[config.mk]
export PLATFORM = sky130hd
export DESIGN_NAME = cad_alu_datapath
export DESIGN_NICKNAME = d
export VERILOG_FILES = /design/src/hw/cad_pkg.sv /design/src/hw/cad_alu_datapath.sv
export SDC_FILE = /design/constraint.sdc
export NUM_CORES = 2
export LEC_CHECK = 0
export BUFFER_PORTS_ARGS = -buffer_cell sky130_fd_sc_hd__buf_2
export CORE_UTILIZATION = 50
export CTS_BUF_LIST = sky130_fd_sc_hd__clkbuf_2 sky130_fd_sc_hd__clkbuf_4 sky130_fd_sc_hd__clkbuf_8
export CTS_CLUSTER_DIAMETER = 150
export DETAILED_ROUTE_END_ITERATION = 6
export GPL_TIMING_DRIVEN = 0
export PLACE_DENSITY = 0.79
export SKIP_CTS_REPAIR_TIMING = 1
export SYNTH_ARGS = -nofsm -noshare
export SYNTH_HDL_FRONTEND = slang
export SYNTH_SLANG_ARGS = --single-unit
export TNS_END_PERCENT = 10
[constraint.sdc]
create_clock -name ref_clk -period 6.8 [get_ports ref_clk]
set_clock_uncertainty 0.15 [all_clocks]
set_input_delay 1.7 -clock ref_clk [delete_from_list [all_inputs] [get_ports ref_clk]]
set_output_delay 1.7 -clock ref_clk [all_outputs]
set_load 0.005 [all_outputs]
[src/hw/cad_pkg.sv]
// Purpose: shared types and constants of the cpu alu datapath
// Assumes: 16-bit data path, one clock
// Notes:   register selectors stand in for the data-space addresses
package cad_pkg;

  // alu_flag_status field positions
  localparam int ST_C      = 0;
  localparam int ST_Z      = 1;
  localparam int ST_OV     = 2;
  localparam int ST_N      = 3;
  localparam int ST_RA     = 4;
  localparam int ST_IPL_LO = 5;
  localparam int ST_IPL_HI = 7;
  localparam int ST_DC     = 8;
  // cpu_core_control field positions
  localparam int CC_PSV    = 2;
  localparam int CC_CPU_PRIORITY_HIGH_BIT   = 3;

  localparam logic [15:0] ST_RESET   = 16'h0000;
  localparam logic [15:0] CC_RESET   = 16'h0000;
  localparam logic [15:0] ST_MASK    = 16'h01FF;
  localparam logic [15:0] CC_MASK    = 16'h000C;
  localparam logic [2:0]  IPL_TOP    = 3'h7;

  // register selectors on the core register port
  localparam logic SEL_STATUS  = 1'h0;
  localparam logic SEL_CONTROL = 1'h1;

  // divider timing: one step per divisor bit, 19 cycles in all
  localparam int DIV_STEPS  = 16;
  localparam int DIV_CYCLES = 19;
  localparam logic [3:0] DIV_LAST = 4'(DIV_STEPS - 1);

  typedef enum logic [3:0] {
    OP_ADD, OP_ADDC, OP_SUB, OP_SUBB, OP_AND, OP_IOR, OP_XOR,
    OP_MOV, OP_ASR, OP_SL, OP_LSR, OP_MUL
  } cad_op_t;

  typedef enum logic [2:0] {
    MUL_SS, MUL_UU, MUL_SU, MUL_US, MUL_SLIT, MUL_ULIT, MUL_B8
  } cad_mul_t;

  typedef struct packed {
    logic        valid;
    cad_op_t     op;
    logic        byte_mode;
    logic [15:0] a;
    logic [15:0] b;
    logic [3:0]  shamt;
    cad_mul_t    mul_mode;
    logic [3:0]  dest_reg;
    logic        dest_mem;
  } cad_alu_req_t;

  typedef struct packed {
    logic        valid;
    logic [15:0] data;
    logic [15:0] data_hi;
    logic        wide;
    logic        byte_mode;
    logic [3:0]  dest_reg;
    logic        dest_mem;
  } cad_alu_res_t;

  typedef struct packed {
    logic        start;
    logic        signed_div;
    logic        long_div;
    logic [31:0] dividend;
    logic [15:0] divisor;
  } cad_div_req_t;

  typedef struct packed {
    logic        done;
    logic [15:0] working_reg_zero;
    logic [15:0] working_reg_one;
  } cad_div_res_t;

  typedef struct packed {
    logic        wr;
    logic        rd;
    logic        sel;
    logic [1:0]  be;
    logic [15:0] wdata;
  } cad_reg_req_t;

endpackage : cad_pkg

[src/hw/cad_alu_datapath.sv]
// Purpose: 16-bit alu, multiplier, divider, shifter and core status
// Assumes: decoder presents one operation per cycle on ref_clk
// Notes:   results are registered; writeback belongs to the caller
// Behaviour
// RQ1: 16-bit unit for add, subtract, shifts and logic, two's complement.
// RQ2: byte or word operations; result routed to a working register or memory.
// RQ3: for subtraction carry and half carry hold the inverted borrow.
// RQ4: half carry is carry out of bit 3 (byte) or bit 7 (word).
// RQ5: negative flag copies the result sign.
// RQ6: overflow flag marks signed overflow of arithmetic.
// RQ7: zero flag changes only on operations that affect it.
// RQ8: carry flag is carry out of the result's top bit.
// RQ9: read-only repeat flag follows the repeat loop state.
// RQ10: three status priority bits plus control high bit form the priority level.
// RQ11: status priority bits ignore writes while nesting disable is set.
// RQ12: priority high bit is clear-only for software; disables user interrupts.
// RQ13: control bit 2 enables program space view in data space.
// RQ14: 17 by 17 multiplier, unsigned, signed and mixed.
// RQ15: word modes, 5-bit literal modes and byte by byte unsigned.
// RQ16: signed and unsigned 32 or 16 by 16 division.
// RQ17: quotient goes to working register 0, remainder to register 1.
// RQ18: any divisor register and any aligned register pair as dividend.
// RQ19: one step per divisor bit, same time for both dividend sizes.
// RQ20: divide finishes in 19 cycles and may pause at any cycle; the start cycle here ignores div_hold.
// RQ21: one-cycle arithmetic right or left shift by up to 15.
// RQ22: multi-bit shifts write back to a working register only.
// RQ23: arithmetic right, left and logical right shifts.
// RQ24: status and control registers readable and writable by instructions.
// RQ25: unimplemented bits read zero; implemented bits clear at reset.
// RQ26: flags keep their value over operations that do not affect them.
// RQ27: overflow is carry into sign xor carry out of sign.
`timescale 1ns/100ps
module cad_alu_datapath (
  input  logic                 ref_clk,
  input  logic                 reset,
  input  cad_pkg::cad_alu_req_t alu_in,
  input  cad_pkg::cad_div_req_t div_in,
  input  logic                 div_hold,
  input  cad_pkg::cad_reg_req_t reg_in,
  input  logic                 repeat_running,
  input  logic                 interrupt_nesting_disable,
  input  logic                 prio_load,
  input  logic [3:0]           prio_level,
  output cad_pkg::cad_alu_res_t alu_out,
  output cad_pkg::cad_div_res_t div_out,
  output logic                 div_busy,
  output logic [15:0]          reg_rdata,
  output logic                 reg_rvalid,
  output logic [15:0]          alu_flag_status,
  output logic [15:0]          cpu_core_control,
  output logic                 user_irq_disable
);
  import cad_pkg::*;

  // operand decode
  logic        byte_m;
  logic        is_sub;
  logic        use_c;
  logic        is_arith;
  logic        is_logic;
  logic        is_shift;
  logic        cin;
  logic [15:0] a;
  logic [15:0] b_eff;
  assign a        = alu_in.a;
  assign byte_m   = alu_in.byte_mode;
  assign is_sub   = alu_in.op inside {OP_SUB, OP_SUBB};
  assign use_c    = alu_in.op inside {OP_ADDC, OP_SUBB};
  assign is_arith = alu_in.op inside {OP_ADD, OP_ADDC, OP_SUB, OP_SUBB};
  assign is_logic = alu_in.op inside {OP_AND, OP_IOR, OP_XOR, OP_MOV};
  assign is_shift = alu_in.op inside {OP_ASR, OP_SL, OP_LSR};
  // subtract as a + ~b + 1, so carry is the inverted borrow
  assign b_eff    = is_sub ? ~alu_in.b : alu_in.b; // RQ3
  assign cin      = use_c ? alu_flag_status[ST_C] : is_sub;

  // adder with nibble and byte taps
  logic [16:0] sum_w;
  logic [8:0]  sum_b;
  logic [4:0]  sum_n;
  assign sum_w = {1'b0, a} + {1'b0, b_eff} + {16'h0000, cin}; // RQ1
  assign sum_b = {1'b0, a[7:0]} + {1'b0, b_eff[7:0]} + {8'h00, cin};
  assign sum_n = {1'b0, a[3:0]} + {1'b0, b_eff[3:0]} + {4'h0, cin};

  logic add_c;
  logic add_dc;
  logic add_ov;
  logic sgn_a;
  logic sgn_b;
  logic sgn_s;
  assign add_c  = byte_m ? sum_b[8] : sum_w[16]; // RQ8
  assign add_dc = byte_m ? sum_n[4] : sum_b[8]; // RQ4
  assign sgn_a  = byte_m ? a[7] : a[15];
  assign sgn_b  = byte_m ? b_eff[7] : b_eff[15];
  assign sgn_s  = byte_m ? sum_w[7] : sum_w[15];
  // carry into the sign bit is recovered from the sum bit
  assign add_ov = (sgn_s ^ sgn_a ^ sgn_b) ^ add_c; // RQ6 RQ27

  // barrel shifter, one cycle for any count
  logic [15:0] sh_src;
  logic [15:0] asr_r;
  logic [15:0] sl_r;
  logic [15:0] lsr_r;
  logic        sh_c;
  logic        sh_one;
  assign sh_src = !byte_m ? a :
                  (alu_in.op == OP_ASR) ? {{8{a[7]}}, a[7:0]} : {8'h00, a[7:0]};
  assign asr_r  = 16'($signed(sh_src) >>> alu_in.shamt); // RQ21 RQ23
  assign sl_r   = sh_src << alu_in.shamt; // RQ21 RQ23
  assign lsr_r  = sh_src >> alu_in.shamt; // RQ23
  assign sh_one = alu_in.shamt == 4'h1;
  assign sh_c   = (alu_in.op == OP_SL) ? sgn_a : a[0];

  // 17x17 signed core covers every sign mix
  logic        ma_s;
  logic        mb_s;
  logic [15:0] ma_src;
  logic [15:0] mb_src;
  logic [16:0] ma;
  logic [16:0] mb;
  logic [33:0] prod;
  assign ma_s   = alu_in.mul_mode inside {MUL_SS, MUL_SU, MUL_SLIT}; // RQ15
  assign mb_s   = alu_in.mul_mode inside {MUL_SS, MUL_US};
  assign ma_src = (alu_in.mul_mode == MUL_B8) ? {8'h00, a[7:0]} : a;
  assign mb_src = (alu_in.mul_mode inside {MUL_SLIT, MUL_ULIT}) ? {11'h000, alu_in.b[4:0]} :
                  (alu_in.mul_mode == MUL_B8) ? {8'h00, alu_in.b[7:0]} : alu_in.b;
  assign ma     = {ma_s & ma_src[15], ma_src};
  assign mb     = {mb_s & mb_src[15], mb_src};
  assign prod   = 34'($signed(ma) * $signed(mb)); // RQ14

  // result select
  logic [15:0] res_raw;
  logic [15:0] res;
  logic        res_z;
  logic        res_n;
  always_comb begin
    unique case (alu_in.op)
      OP_ADD, OP_ADDC, OP_SUB, OP_SUBB: res_raw = sum_w[15:0];
      OP_AND: res_raw = a & alu_in.b;
      OP_IOR: res_raw = a | alu_in.b;
      OP_XOR: res_raw = a ^ alu_in.b;
      OP_MOV: res_raw = a;
      OP_ASR: res_raw = asr_r;
      OP_SL:  res_raw = sl_r;
      OP_LSR: res_raw = lsr_r;
      OP_MUL: res_raw = prod[15:0];
      default: res_raw = 16'h0000;
    endcase
  end
  // byte results sit in the low lane; upper byte is driven as zero
  assign res   = (byte_m && alu_in.op != OP_MUL) ? {8'h00, res_raw[7:0]} : res_raw; // RQ2
  assign res_z = byte_m ? (res[7:0] == 8'h00) : (res == 16'h0000);
  assign res_n = byte_m ? res[7] : res[15];

  // which flags the operation touches
  logic upd_c;
  logic upd_arith;
  logic upd_nz;
  assign upd_c     = is_arith | (is_shift & sh_one);
  assign upd_arith = is_arith;
  assign upd_nz    = is_arith | is_logic | is_shift;

  cad_alu_res_t res_next;
  assign res_next = '{valid:     alu_in.valid,
                      data:      res,
                      data_hi:   (alu_in.op == OP_MUL) ? prod[31:16] : 16'h0000,
                      wide:      alu_in.op == OP_MUL,
                      byte_mode: byte_m,
                      dest_reg:  alu_in.dest_reg,
                      // multi-bit shifts cannot target memory
                      dest_mem:  alu_in.dest_mem & ~(is_shift & ~sh_one)}; // RQ22

  always_ff @(posedge ref_clk or posedge reset) begin
    if (reset) begin
      alu_out <= '0;
    end else begin
      alu_out <= res_next; // RQ2
    end
  end

  // core registers
  logic        st_wr;
  logic        cc_wr;
  logic [15:0] st_next;
  logic [15:0] cc_next;
  assign st_wr = reg_in.wr && reg_in.sel == SEL_STATUS; // RQ24
  assign cc_wr = reg_in.wr && reg_in.sel == SEL_CONTROL; // RQ24

  always_comb begin
    st_next = alu_flag_status;
    if (st_wr && reg_in.be[0]) begin
      if (!interrupt_nesting_disable) begin
        st_next[ST_IPL_HI:ST_IPL_LO] = reg_in.wdata[ST_IPL_HI:ST_IPL_LO]; // RQ11
      end
      st_next[ST_N:ST_C] = reg_in.wdata[ST_N:ST_C];
    end
    if (st_wr && reg_in.be[1]) begin
      st_next[ST_DC] = reg_in.wdata[ST_DC];
    end
    // an alu result lands after the software write in the same cycle
    if (alu_in.valid && upd_c) begin
      st_next[ST_C] = is_shift ? sh_c : add_c; // RQ8 RQ3
    end
    if (alu_in.valid && upd_arith) begin
      st_next[ST_DC] = add_dc; // RQ4
      st_next[ST_OV] = add_ov; // RQ6
    end
    if (alu_in.valid && upd_nz) begin
      st_next[ST_N] = res_n; // RQ5
      // carry-chained ops may only clear zero, for multiword compares
      st_next[ST_Z] = use_c ? (alu_flag_status[ST_Z] & res_z) : res_z; // RQ7
    end
    if (prio_load) begin
      st_next[ST_IPL_HI:ST_IPL_LO] = prio_level[2:0]; // RQ10
    end
    st_next[ST_RA] = repeat_running; // RQ9
    st_next = st_next & ST_MASK; // RQ25
  end

  always_comb begin
    cc_next = cpu_core_control;
    if (cc_wr && reg_in.be[0]) begin
      cc_next[CC_PSV] = reg_in.wdata[CC_PSV]; // RQ13
      if (!reg_in.wdata[CC_CPU_PRIORITY_HIGH_BIT]) begin
        cc_next[CC_CPU_PRIORITY_HIGH_BIT] = 1'b0; // RQ12
      end
    end
    // hardware raise wins over a software clear
    if (prio_load) begin
      cc_next[CC_CPU_PRIORITY_HIGH_BIT] = prio_level[3]; // RQ10
    end
    cc_next = cc_next & CC_MASK; // RQ25
  end

  logic irq_off_next;
  assign irq_off_next = cc_next[CC_CPU_PRIORITY_HIGH_BIT] || st_next[ST_IPL_HI:ST_IPL_LO] == IPL_TOP; // RQ10 RQ12

  always_ff @(posedge ref_clk or posedge reset) begin
    if (reset) begin
      alu_flag_status  <= ST_RESET; // RQ25
      cpu_core_control <= CC_RESET; // RQ25
      user_irq_disable <= 1'b0;
    end else begin
      alu_flag_status  <= st_next; // RQ26
      cpu_core_control <= cc_next;
      user_irq_disable <= irq_off_next;
    end
  end

  always_ff @(posedge ref_clk or posedge reset) begin
    if (reset) begin
      reg_rdata  <= 16'h0000;
      reg_rvalid <= 1'b0;
    end else begin
      reg_rdata  <= (reg_in.sel == SEL_CONTROL) ? cpu_core_control : alu_flag_status; // RQ24
      reg_rvalid <= reg_in.rd;
    end
  end

  // divider: setup, 16 steps, fixup
  typedef enum logic [1:0] {DV_IDLE, DV_SETUP, DV_ITER, DV_FIX} cad_dv_state_t;
  cad_dv_state_t dv_state_reg;
  cad_dv_state_t dv_state_next;
  logic [15:0]   dv_rem_reg;
  logic [15:0]   dv_quo_reg;
  logic [15:0]   dv_dvs_reg;
  logic [3:0]    dv_cnt_reg;
  logic          dv_sgn_reg;
  logic          dv_nq_reg;
  logic          dv_nr_reg;

  logic        dv_go;
  logic [31:0] dv_dend;
  logic [31:0] dv_abs;
  logic [17:0] dv_diff;
  logic        dv_fit;
  assign dv_go   = div_in.start && dv_state_reg == DV_IDLE;
  // short dividends are extended so both sizes run the same steps
  assign dv_dend = div_in.long_div ? div_in.dividend :
                   {{16{div_in.signed_div & div_in.dividend[15]}}, div_in.dividend[15:0]}; // RQ16 RQ18
  assign dv_abs  = (dv_sgn_reg && dv_rem_reg[15]) ? 32'(-{dv_rem_reg, dv_quo_reg}) :
                   {dv_rem_reg, dv_quo_reg};
  // quotient must fit 16 bits; larger quotients are not detected
  assign dv_diff = {1'b0, dv_rem_reg, dv_quo_reg[15]} - {2'b00, dv_dvs_reg};
  assign dv_fit  = !dv_diff[17];

  always_comb begin
    dv_state_next = dv_state_reg;
    unique case (dv_state_reg)
      DV_IDLE:  if (dv_go) dv_state_next = DV_SETUP;
      DV_SETUP: if (!div_hold) dv_state_next = DV_ITER; // RQ20
      DV_ITER:  if (!div_hold && dv_cnt_reg == DIV_LAST) dv_state_next = DV_FIX; // RQ19
      DV_FIX:   if (!div_hold) dv_state_next = DV_IDLE;
    endcase
  end

  always_ff @(posedge ref_clk or posedge reset) begin
    if (reset) begin
      dv_state_reg <= DV_IDLE;
      div_busy     <= 1'b0;
    end else begin
      dv_state_reg <= dv_state_next;
      div_busy     <= dv_state_next != DV_IDLE;
    end
  end

  always_ff @(posedge ref_clk or posedge reset) begin
    if (reset) begin
      dv_rem_reg <= 16'h0000;
      dv_quo_reg <= 16'h0000;
      dv_dvs_reg <= 16'h0000;
      dv_cnt_reg <= 4'h0;
      dv_sgn_reg <= 1'b0;
      dv_nq_reg  <= 1'b0;
      dv_nr_reg  <= 1'b0;
    end else if (dv_go) begin
      {dv_rem_reg, dv_quo_reg} <= dv_dend; // RQ18
      dv_dvs_reg <= div_in.divisor;
      dv_sgn_reg <= div_in.signed_div;
      dv_cnt_reg <= 4'h0;
    end else if (!div_hold && dv_state_reg == DV_SETUP) begin
      // work on magnitudes, signs restored at fixup
      {dv_rem_reg, dv_quo_reg} <= dv_abs;
      dv_dvs_reg <= (dv_sgn_reg && dv_dvs_reg[15]) ? 16'(-dv_dvs_reg) : dv_dvs_reg;
      dv_nq_reg  <= dv_sgn_reg & (dv_rem_reg[15] ^ dv_dvs_reg[15]);
      dv_nr_reg  <= dv_sgn_reg & dv_rem_reg[15];
    end else if (!div_hold && dv_state_reg == DV_ITER) begin
      dv_rem_reg <= dv_fit ? dv_diff[15:0] : {dv_rem_reg[14:0], dv_quo_reg[15]}; // RQ19
      dv_quo_reg <= {dv_quo_reg[14:0], dv_fit};
      dv_cnt_reg <= dv_cnt_reg + 4'h1;
    end
  end

  always_ff @(posedge ref_clk or posedge reset) begin
    if (reset) begin
      div_out <= '0;
    end else if (!div_hold && dv_state_reg == DV_FIX) begin
      div_out.done             <= 1'b1;
      div_out.working_reg_zero <= dv_nq_reg ? 16'(-dv_quo_reg) : dv_quo_reg; // RQ17
      div_out.working_reg_one  <= dv_nr_reg ? 16'(-dv_rem_reg) : dv_rem_reg; // RQ17
    end else begin
      div_out.done <= 1'b0;
    end
  end

  // checking helpers
  logic [4:0]  chk_age;
  logic [31:0] chk_dend;
  logic [15:0] chk_dvs;
  logic        chk_sgn;
  always_ff @(posedge ref_clk or posedge reset) begin
    if (reset) begin
      chk_age  <= 5'h00;
      chk_dend <= 32'h0000_0000;
      chk_dvs  <= 16'h0000;
      chk_sgn  <= 1'b0;
    end else if (dv_go) begin
      chk_age  <= 5'h00;
      chk_dend <= dv_dend;
      chk_dvs  <= div_in.divisor;
      chk_sgn  <= div_in.signed_div;
    end else if (dv_state_reg != DV_IDLE && !div_hold) begin
      chk_age  <= chk_age + 5'h01;
    end
  end
endmodule : cad_alu_datapath

---- After elaboration in Yosys (flattened, before gate mapping) ----
Index checks and enable logic that the tools add are counted.
W data, S select, Z words.
cells by class
  reductions and logical operators ........ 46
  $add $sub $neg .......................... 12
  bitwise gates (word level) .............. 24
  multipliers ............................. 1
  shift operators ......................... 3
  eq/ne operators ......................... 25
  mux-type cells .......................... 57
operators by type and width
  operator              count
  $mux W16              20
  $pmux W16 S9          1
  $mux W32              2
  $neg A16 Y16          3
  $mul A17 B17 Y32      1
  $neg A32 Y32          1
  $reduce_bool A2 Y1    12
  $eq A4 B4 Y1 const B  5
  $mux W1               20
  $sub A17 B16 Y18      1
  $add A16 B16 Y17      1
  $add A17 B1 Y17       1
  $and A16 B16 Y16      1
  $eq A4 B3 Y1 const B  4
  $logic_and A1 B1 Y1   16
  $logic_not A16 Y1     1
  $mux W4               4
  $not A16 Y16          1
  $or A16 B16 Y16       1
  $shl A16 B4 Y16       1
  $shr A16 B4 Y16       1
  $sshr A16 B4 Y16      1
  $xor A16 B16 Y16      1
  $eq A3 B3 Y1 const B  4
  other kinds (31)      64
storage, ports and cells
  input port bits ......................... 132
  output and inout port bits .............. 124
  logic and storage cells ................. 197
  register bits after elaboration ......... 153

---- Logic depth before layout (Yosys ltp) ----
  depth in word-level cells ............... 12
  mapped depth ............................ 27
  mapped depth without buffers ............ 25

---- Least setup slack after synthesis ----
OpenSTA, ideal clock, no wires.
  kind .................................... in2reg
  from .................................... in alu_in[6] (netlist name)
  to ...................................... reg alu_out[22] (netlist name)
  buffers on the path ..................... 2
  setup time .............................. 0.132 ns
  setup slack ............................. -1.297 ns
  arrival time ............................ 7.815 ns
  stages on the path ...................... 27
  data required time ...................... 6.518 ns
  cell sequence ........................... nand2b_1 > clkbuf_1 > clkbuf_1 > nand2_1 > nor2_1 > nand2_1 > fa_1 > inv_1 > fa_1 > inv_1 > fa_1 > inv_1 > fa_1 > inv_1 > fa_1 > inv_1 > fa_1 > ha_1 > and4_1 > a211oi_1 > o21a_1 > o21ai_0 > o21ba_2 > a21oi_1 > a311oi_1 > xnor2_1 > nor2_1
RTL lines
  item                    line                     RTL
  start: declaration      cad_alu_datapath.sv:36   input cad_pkg::cad_alu_req_t alu_in,
  end signal: assignment  cad_alu_datapath.sv:176  alu_out <= res_next;
  end: declaration        cad_alu_datapath.sv:44   output cad_pkg::cad_alu_res_t alu_out,

---- Final worst setup path ----
  from .................................... in alu_in[6] (netlist name)
  to ...................................... reg alu_flag_status[3]
on the way
  cells in the longest elaborated chain, start to end .. 8
  elaborated cells on any way between the ends .. 12
  classes of those cells .................. mul: 1; eq/ne: 3; mux: 7; reduce/logical: 1
ends and longest elaborated chain
  item                                                   line                                                                       RTL
  $eq A3 B3 Y1 (on tied branches)                        cad_alu_datapath.sv:124, cad_alu_datapath.sv:123, cad_alu_datapath.sv:125
  $reduce_bool A2 Y1 / $mux W16 (equally long branches)  cad_alu_datapath.sv:124, cad_alu_datapath.sv:125
  $mux W16                                               cad_alu_datapath.sv:124                                                    assign mb_src = (alu_in.mul_mode inside {MUL_SLIT, MUL_ULIT}) ? {11'h000, alu_in.b[4:0]} :
  $mul A17 B17 Y32 (*)                                   cad_alu_datapath.sv:128                                                    assign prod = 34'($signed(ma) * $signed(mb));
  $pmux W16 S9 (*)                                       cad_alu_datapath.sv:136                                                    unique case (alu_in.op)
  $mux W16 (*)                                           cad_alu_datapath.sv:150                                                    assign res = (byte_m && alu_in.op != OP_MUL) ? {8'h00, res_raw[7:0]} : res_raw;
  named net res[15]                                      cad_alu_datapath.sv:132                                                    logic [15:0] res;
  $mux W1 (*)                                            cad_alu_datapath.sv:152                                                    assign res_n = byte_m ? res[7] : res[15];
  $mux W1 (*)                                            cad_alu_datapath.sv:207                                                    if (alu_in.valid && upd_nz) begin
  end signal: assignment                                 cad_alu_datapath.sv:243                                                    alu_flag_status <= st_next;
  end: declaration                                       cad_alu_datapath.sv:49                                                     output logic [15:0] alu_flag_status,
The timed path passes the listed nets; every way through them passes the cells marked *.
A chain may end at the register's enable or synchronous reset.

==> summary.md <==
| Metric | Value |
|---|---|
| Status | finished, violations left |
| Failing checks | design-rule violations, negative setup slack |
| CP most frequent cell | fa_1 |
| Total track usage | 36.0% |
| CTS clk-pin slew, worst paths | 0.11 ns |
| Reg-to-Reg End | alu_flag_status[1] |
| Hold Path Class | reg -> reg |
| Reg-to-reg startpoint | alu_flag_status[0] |
| Max reg flops | 40 |
| Final hold vios | 0 |
| Cell taking the most area after synthesis | fa_1 |
| Avg Cell Area, Syn | 8.50 µm² |
| Row cnt | 77 |
| Worst reg2reg path depth | 13 |
| Gate Count Post-Synth | 2687 |
| Yosys warnings | 0 |
| CTS root buf | clkbuf_8 |
| Ports | 256 |
| P&R area growth vs syn | 16.2% |
| Net Sw Frac | 52.4% |
| Switch Pwr | 6460 µW |
| Top cells by area, synth | fa_1 (25%), dfrtp_1 (17%), ha_1 (8.2%), inv_1 (5.8%), nand2_1 (5.6%) |
| Die height | 216 µm |
| Count of cell types in the netlist | 88 |
| Vias in the first global route | 21.7k |
| First-pass GRT wire length | 127000 µm |
| DR DRC count | 1 |
| Power Total | 12300 µW |
| Count of flip-flops with a built-in enable after synthesis | 0 |
| Startpoint Class | input pin |
| GRT Residual Overflow | 0 |
| Largest net degree at the start of global routing | 84 |
| Fin cells | 3593 |
| Post-Syn Area | 0.0228 mm² |
| Peak fanout along the critical path | 8 |
| Headroom to the max-slew limit | 13.3% |
| HP Start | div_out[31] |
| Critical Path End Type | flop |
| Reg power frac | 12.4% |
| Initial Utilization | 51.2% |
| Critical Path RT | 7.04 ns |
| Final worst setup slack | -0.927 ns |
| Part of the power in the clock network | 6.1% |
| Internal power | 5870 µW |
| Met3 GRT Util | 6.07% |
| # clock sinks | 153 |
| Top FF cell, synth | dfrtp_1 |
| Comb pwr share | 81.5% |
| Seq/Total Area, Yosys | 16.8% |
| Worst setup path class | in -> reg |
| Ys async rst share | 100% |
| Worst path slowest cell | fa_1 |
| Routed WL | 83600 µm |
| Synth top area share | 25.0% |
| CTS tree | done |
| Worst Path Arrival | 7.97 ns |
| Flops & latches, synth | 153 |
| Die width | 216 µm |
| H-tree depth | 4 |
| Power per standard cell area | 465 mW/mm² |
| Met1 Use GR | 47.0% |
| Final setup fails | 23 |
| Final min period | 7.73 ns |
| Biggest regs | alu_out (40), div_out (33) |
| Largest Register | alu_out |
| Gr busiest metal | met2 |
| Clock Path Buffers | 2 |
| CTS buffer count | 17 |
| Core area | 0.0446 mm² |
| Met2 Resource Use GR | 58.0% |
| MaxCap Viol Count | 0 |
| RSZ-0062 raised after global routing | yes |
| Number of buffers added on ports | 212 |
| Fin crit share | 114% |
| Max frequency | 0.129 GHz |
| Routed length per instance | 23.3 µm |
| Initial antenna violation count | 6 |
| Fraction of layout cells with a size suffix above 1 | 18.4% |
| Worst VDD drop | 1.07 mV |
| Die area | 0.0465 mm² |
| Vias post-DR | 21.6k |
| R2r setup slk | 2.32 ns |
| Crit-path max cell delay | 0.56 ns |
| Placed insts | 3519 |
| Pre-antenna DRT Iters | 7 |
| Worst-Skew Late Latency | 0.52 ns |
| DP HPWL | 68300 µm |
| Leak Pwr | 0.0123 µW |
| Via/cell ratio | 6.00 |
| WHS Path Cells | 2 |
| Initial DRC Count | 2008 |
| Filler Cells Inserted | 3855 |
| WHS Endpoint | div_out[31] |
| RD Place Congestion | 1.06 |
| Final Max Tran Viols | 0 |
| Slew of the pin with the lowest slew margin | 1.26 ns |
| CP delay by family, top | adder cells |
| Post-DRT Antenna Nets | 0 |
| WP buf/inv | 8 |
| Layout Nets | 3548 |
## final cells by class
cell class                      count  area [µm²]  area share [%]
Clock inverter                     15         194           0.731
Clock buffer                       17         234           0.881
Sequential cell                   153        3830            14.4
Tap cell                          592         741            2.79
Inverter                          358        1370            5.17
Timing Repair Buffer              252        1460            5.51
Multi-Input combinational cell   2028       17700            66.6
Buffer                            172        1020            3.86
Antenna cell                        6        15.0          0.0566
## layout by cell type, fill, tap and decap left out, types with 21 or more instances in the layout
cell type	Yosys	layout
clkbuf_8	0	22
ha_1	149	133
mux2i_1	24	24
nor3_1	69	66
o21ai_0	133	130
and2_1	25	23
a31oi_1	29	28
a21oi_1	108	100
nor2_1	223	206
clkbuf_1	116	75
or3_1	29	27
nor2b_1	27	27
fa_1	285	281
nand2_1	341	322
buf_2	14	218
and3_1	23	22
inv_1	351	337
xor2_1	55	55
a21o_1	29	29
nand2b_1	22	21
conb_1	1	28
dfrtp_1	153	153
nand3_1	49	49
xnor2_1	72	70
buf_4	29	68
## per-layer routing
layer / up-vias / wire, µm / part of all wire [%]
met1: 10600 / 33000 / 39
met3: 259 / 7500 / 9.0
li1: 9471 / - / -
met4: 2 / 4370 / 5.2
met2: 1215 / 38800 / 46
met5: - / 13 / 0.016
## synth_stat cells (9+ instances only)
library cell	number
and3_1	23
or2_2	11
xnor2_1	72
o22ai_1	12
nand3_1	49
mux2i_1	24
ha_1	149
fa_1	285
nand2b_1	22
mux4_2	19
buf_4	29
nor4_1	11
nor2_1	223
nor2b_1	27
or3_1	29
mux2_2	17
a221o_1	13
nor3_1	69
o21ai_0	133
buf_2	14
a21oi_1	108
a21o_1	29
a211oi_1	25
dfrtp_1	153
a31oi_1	29
o311ai_0	9
xor2_1	55
buf_1	14
inv_1	351
and2_1	25
o211ai_1	17
o21a_1	13
nand4_1	10
a22oi_1	9
clkbuf_1	116
nand2_1	341
o31ai_1	12
## worst min-delay path: stages, from the launching register on
cell and delay (ns):
dfrtp_1 0.36, nand2_1 0.04, o21ai_0 0.06
## stage by stage
step	hold WS, ns	setup slack [ns]	setup TNS, ns	area [µm²]	util [%]
floorplan	0.323	-0.594	-8.10	23500	-
global placement	0.310	-2.81	-187.47	25300	56.7
detailed placement	0.318	-2.88	-51.48	25300	56.7
CTS	0.342	-2.35	-35.62	25700	57.7
global route	0.369	-1.05	-14.88	26500	59.5
finish	0.334	-0.927	-11.62	26500	59.5
## power groups by stage
stage | clock network (µW) | registers (µW) | logic [µW]
2_1_floorplan | 0 | 1470 | 6800
3_3_place_gp | 0 | 1520 | 8940
3_5_place_dp | 0 | 1540 | 9200
4_1_cts | 759 | 1520 | 9300
5_1_grt | 788 | 1570 | 11000
6_report | 750 | 1530 | 10000
## kinds of logic (layout without fill, tap and decap cells)
| group | count (synthesis) | after routing | synth area share, % |
|---|---|---|---|
| mux | 60 | 60 | 3.76 |
| buf+inv | 534 | 814 | 9.40 |
| other cells | 1 | 34 | 0.0164 |
| fa+ha+maj | 434 | 434 | 33.1 |
| compound gates | 501 | 501 | 14.3 |
| xor+xnor | 127 | 127 | 4.87 |
| simple gates | 877 | 878 | 17.7 |
| flops | 153 | 153 | 16.8 |
## worst max path at each step
| stage | from | endpoint | slack [ns] | cells after the start |
|---|---|---|---|---|
| floorplan | alu_in[5] | alu_out[22] | -0.59 | 27 |
| global placement | alu_in[34] | alu_flag_status[1] | -2.81 | 24 |
| detailed placement | alu_in[34] | alu_flag_status[1] | -2.88 | 24 |
| CTS | alu_in[34] | alu_flag_status[1] | -2.35 | 24 |
| global route | alu_in[6] | alu_flag_status[3] | -1.05 | 27 |
| finish | alu_in[6] | alu_flag_status[3] | -0.93 | 27 |
No activity file was read; power rests on OpenSTA's default activity.
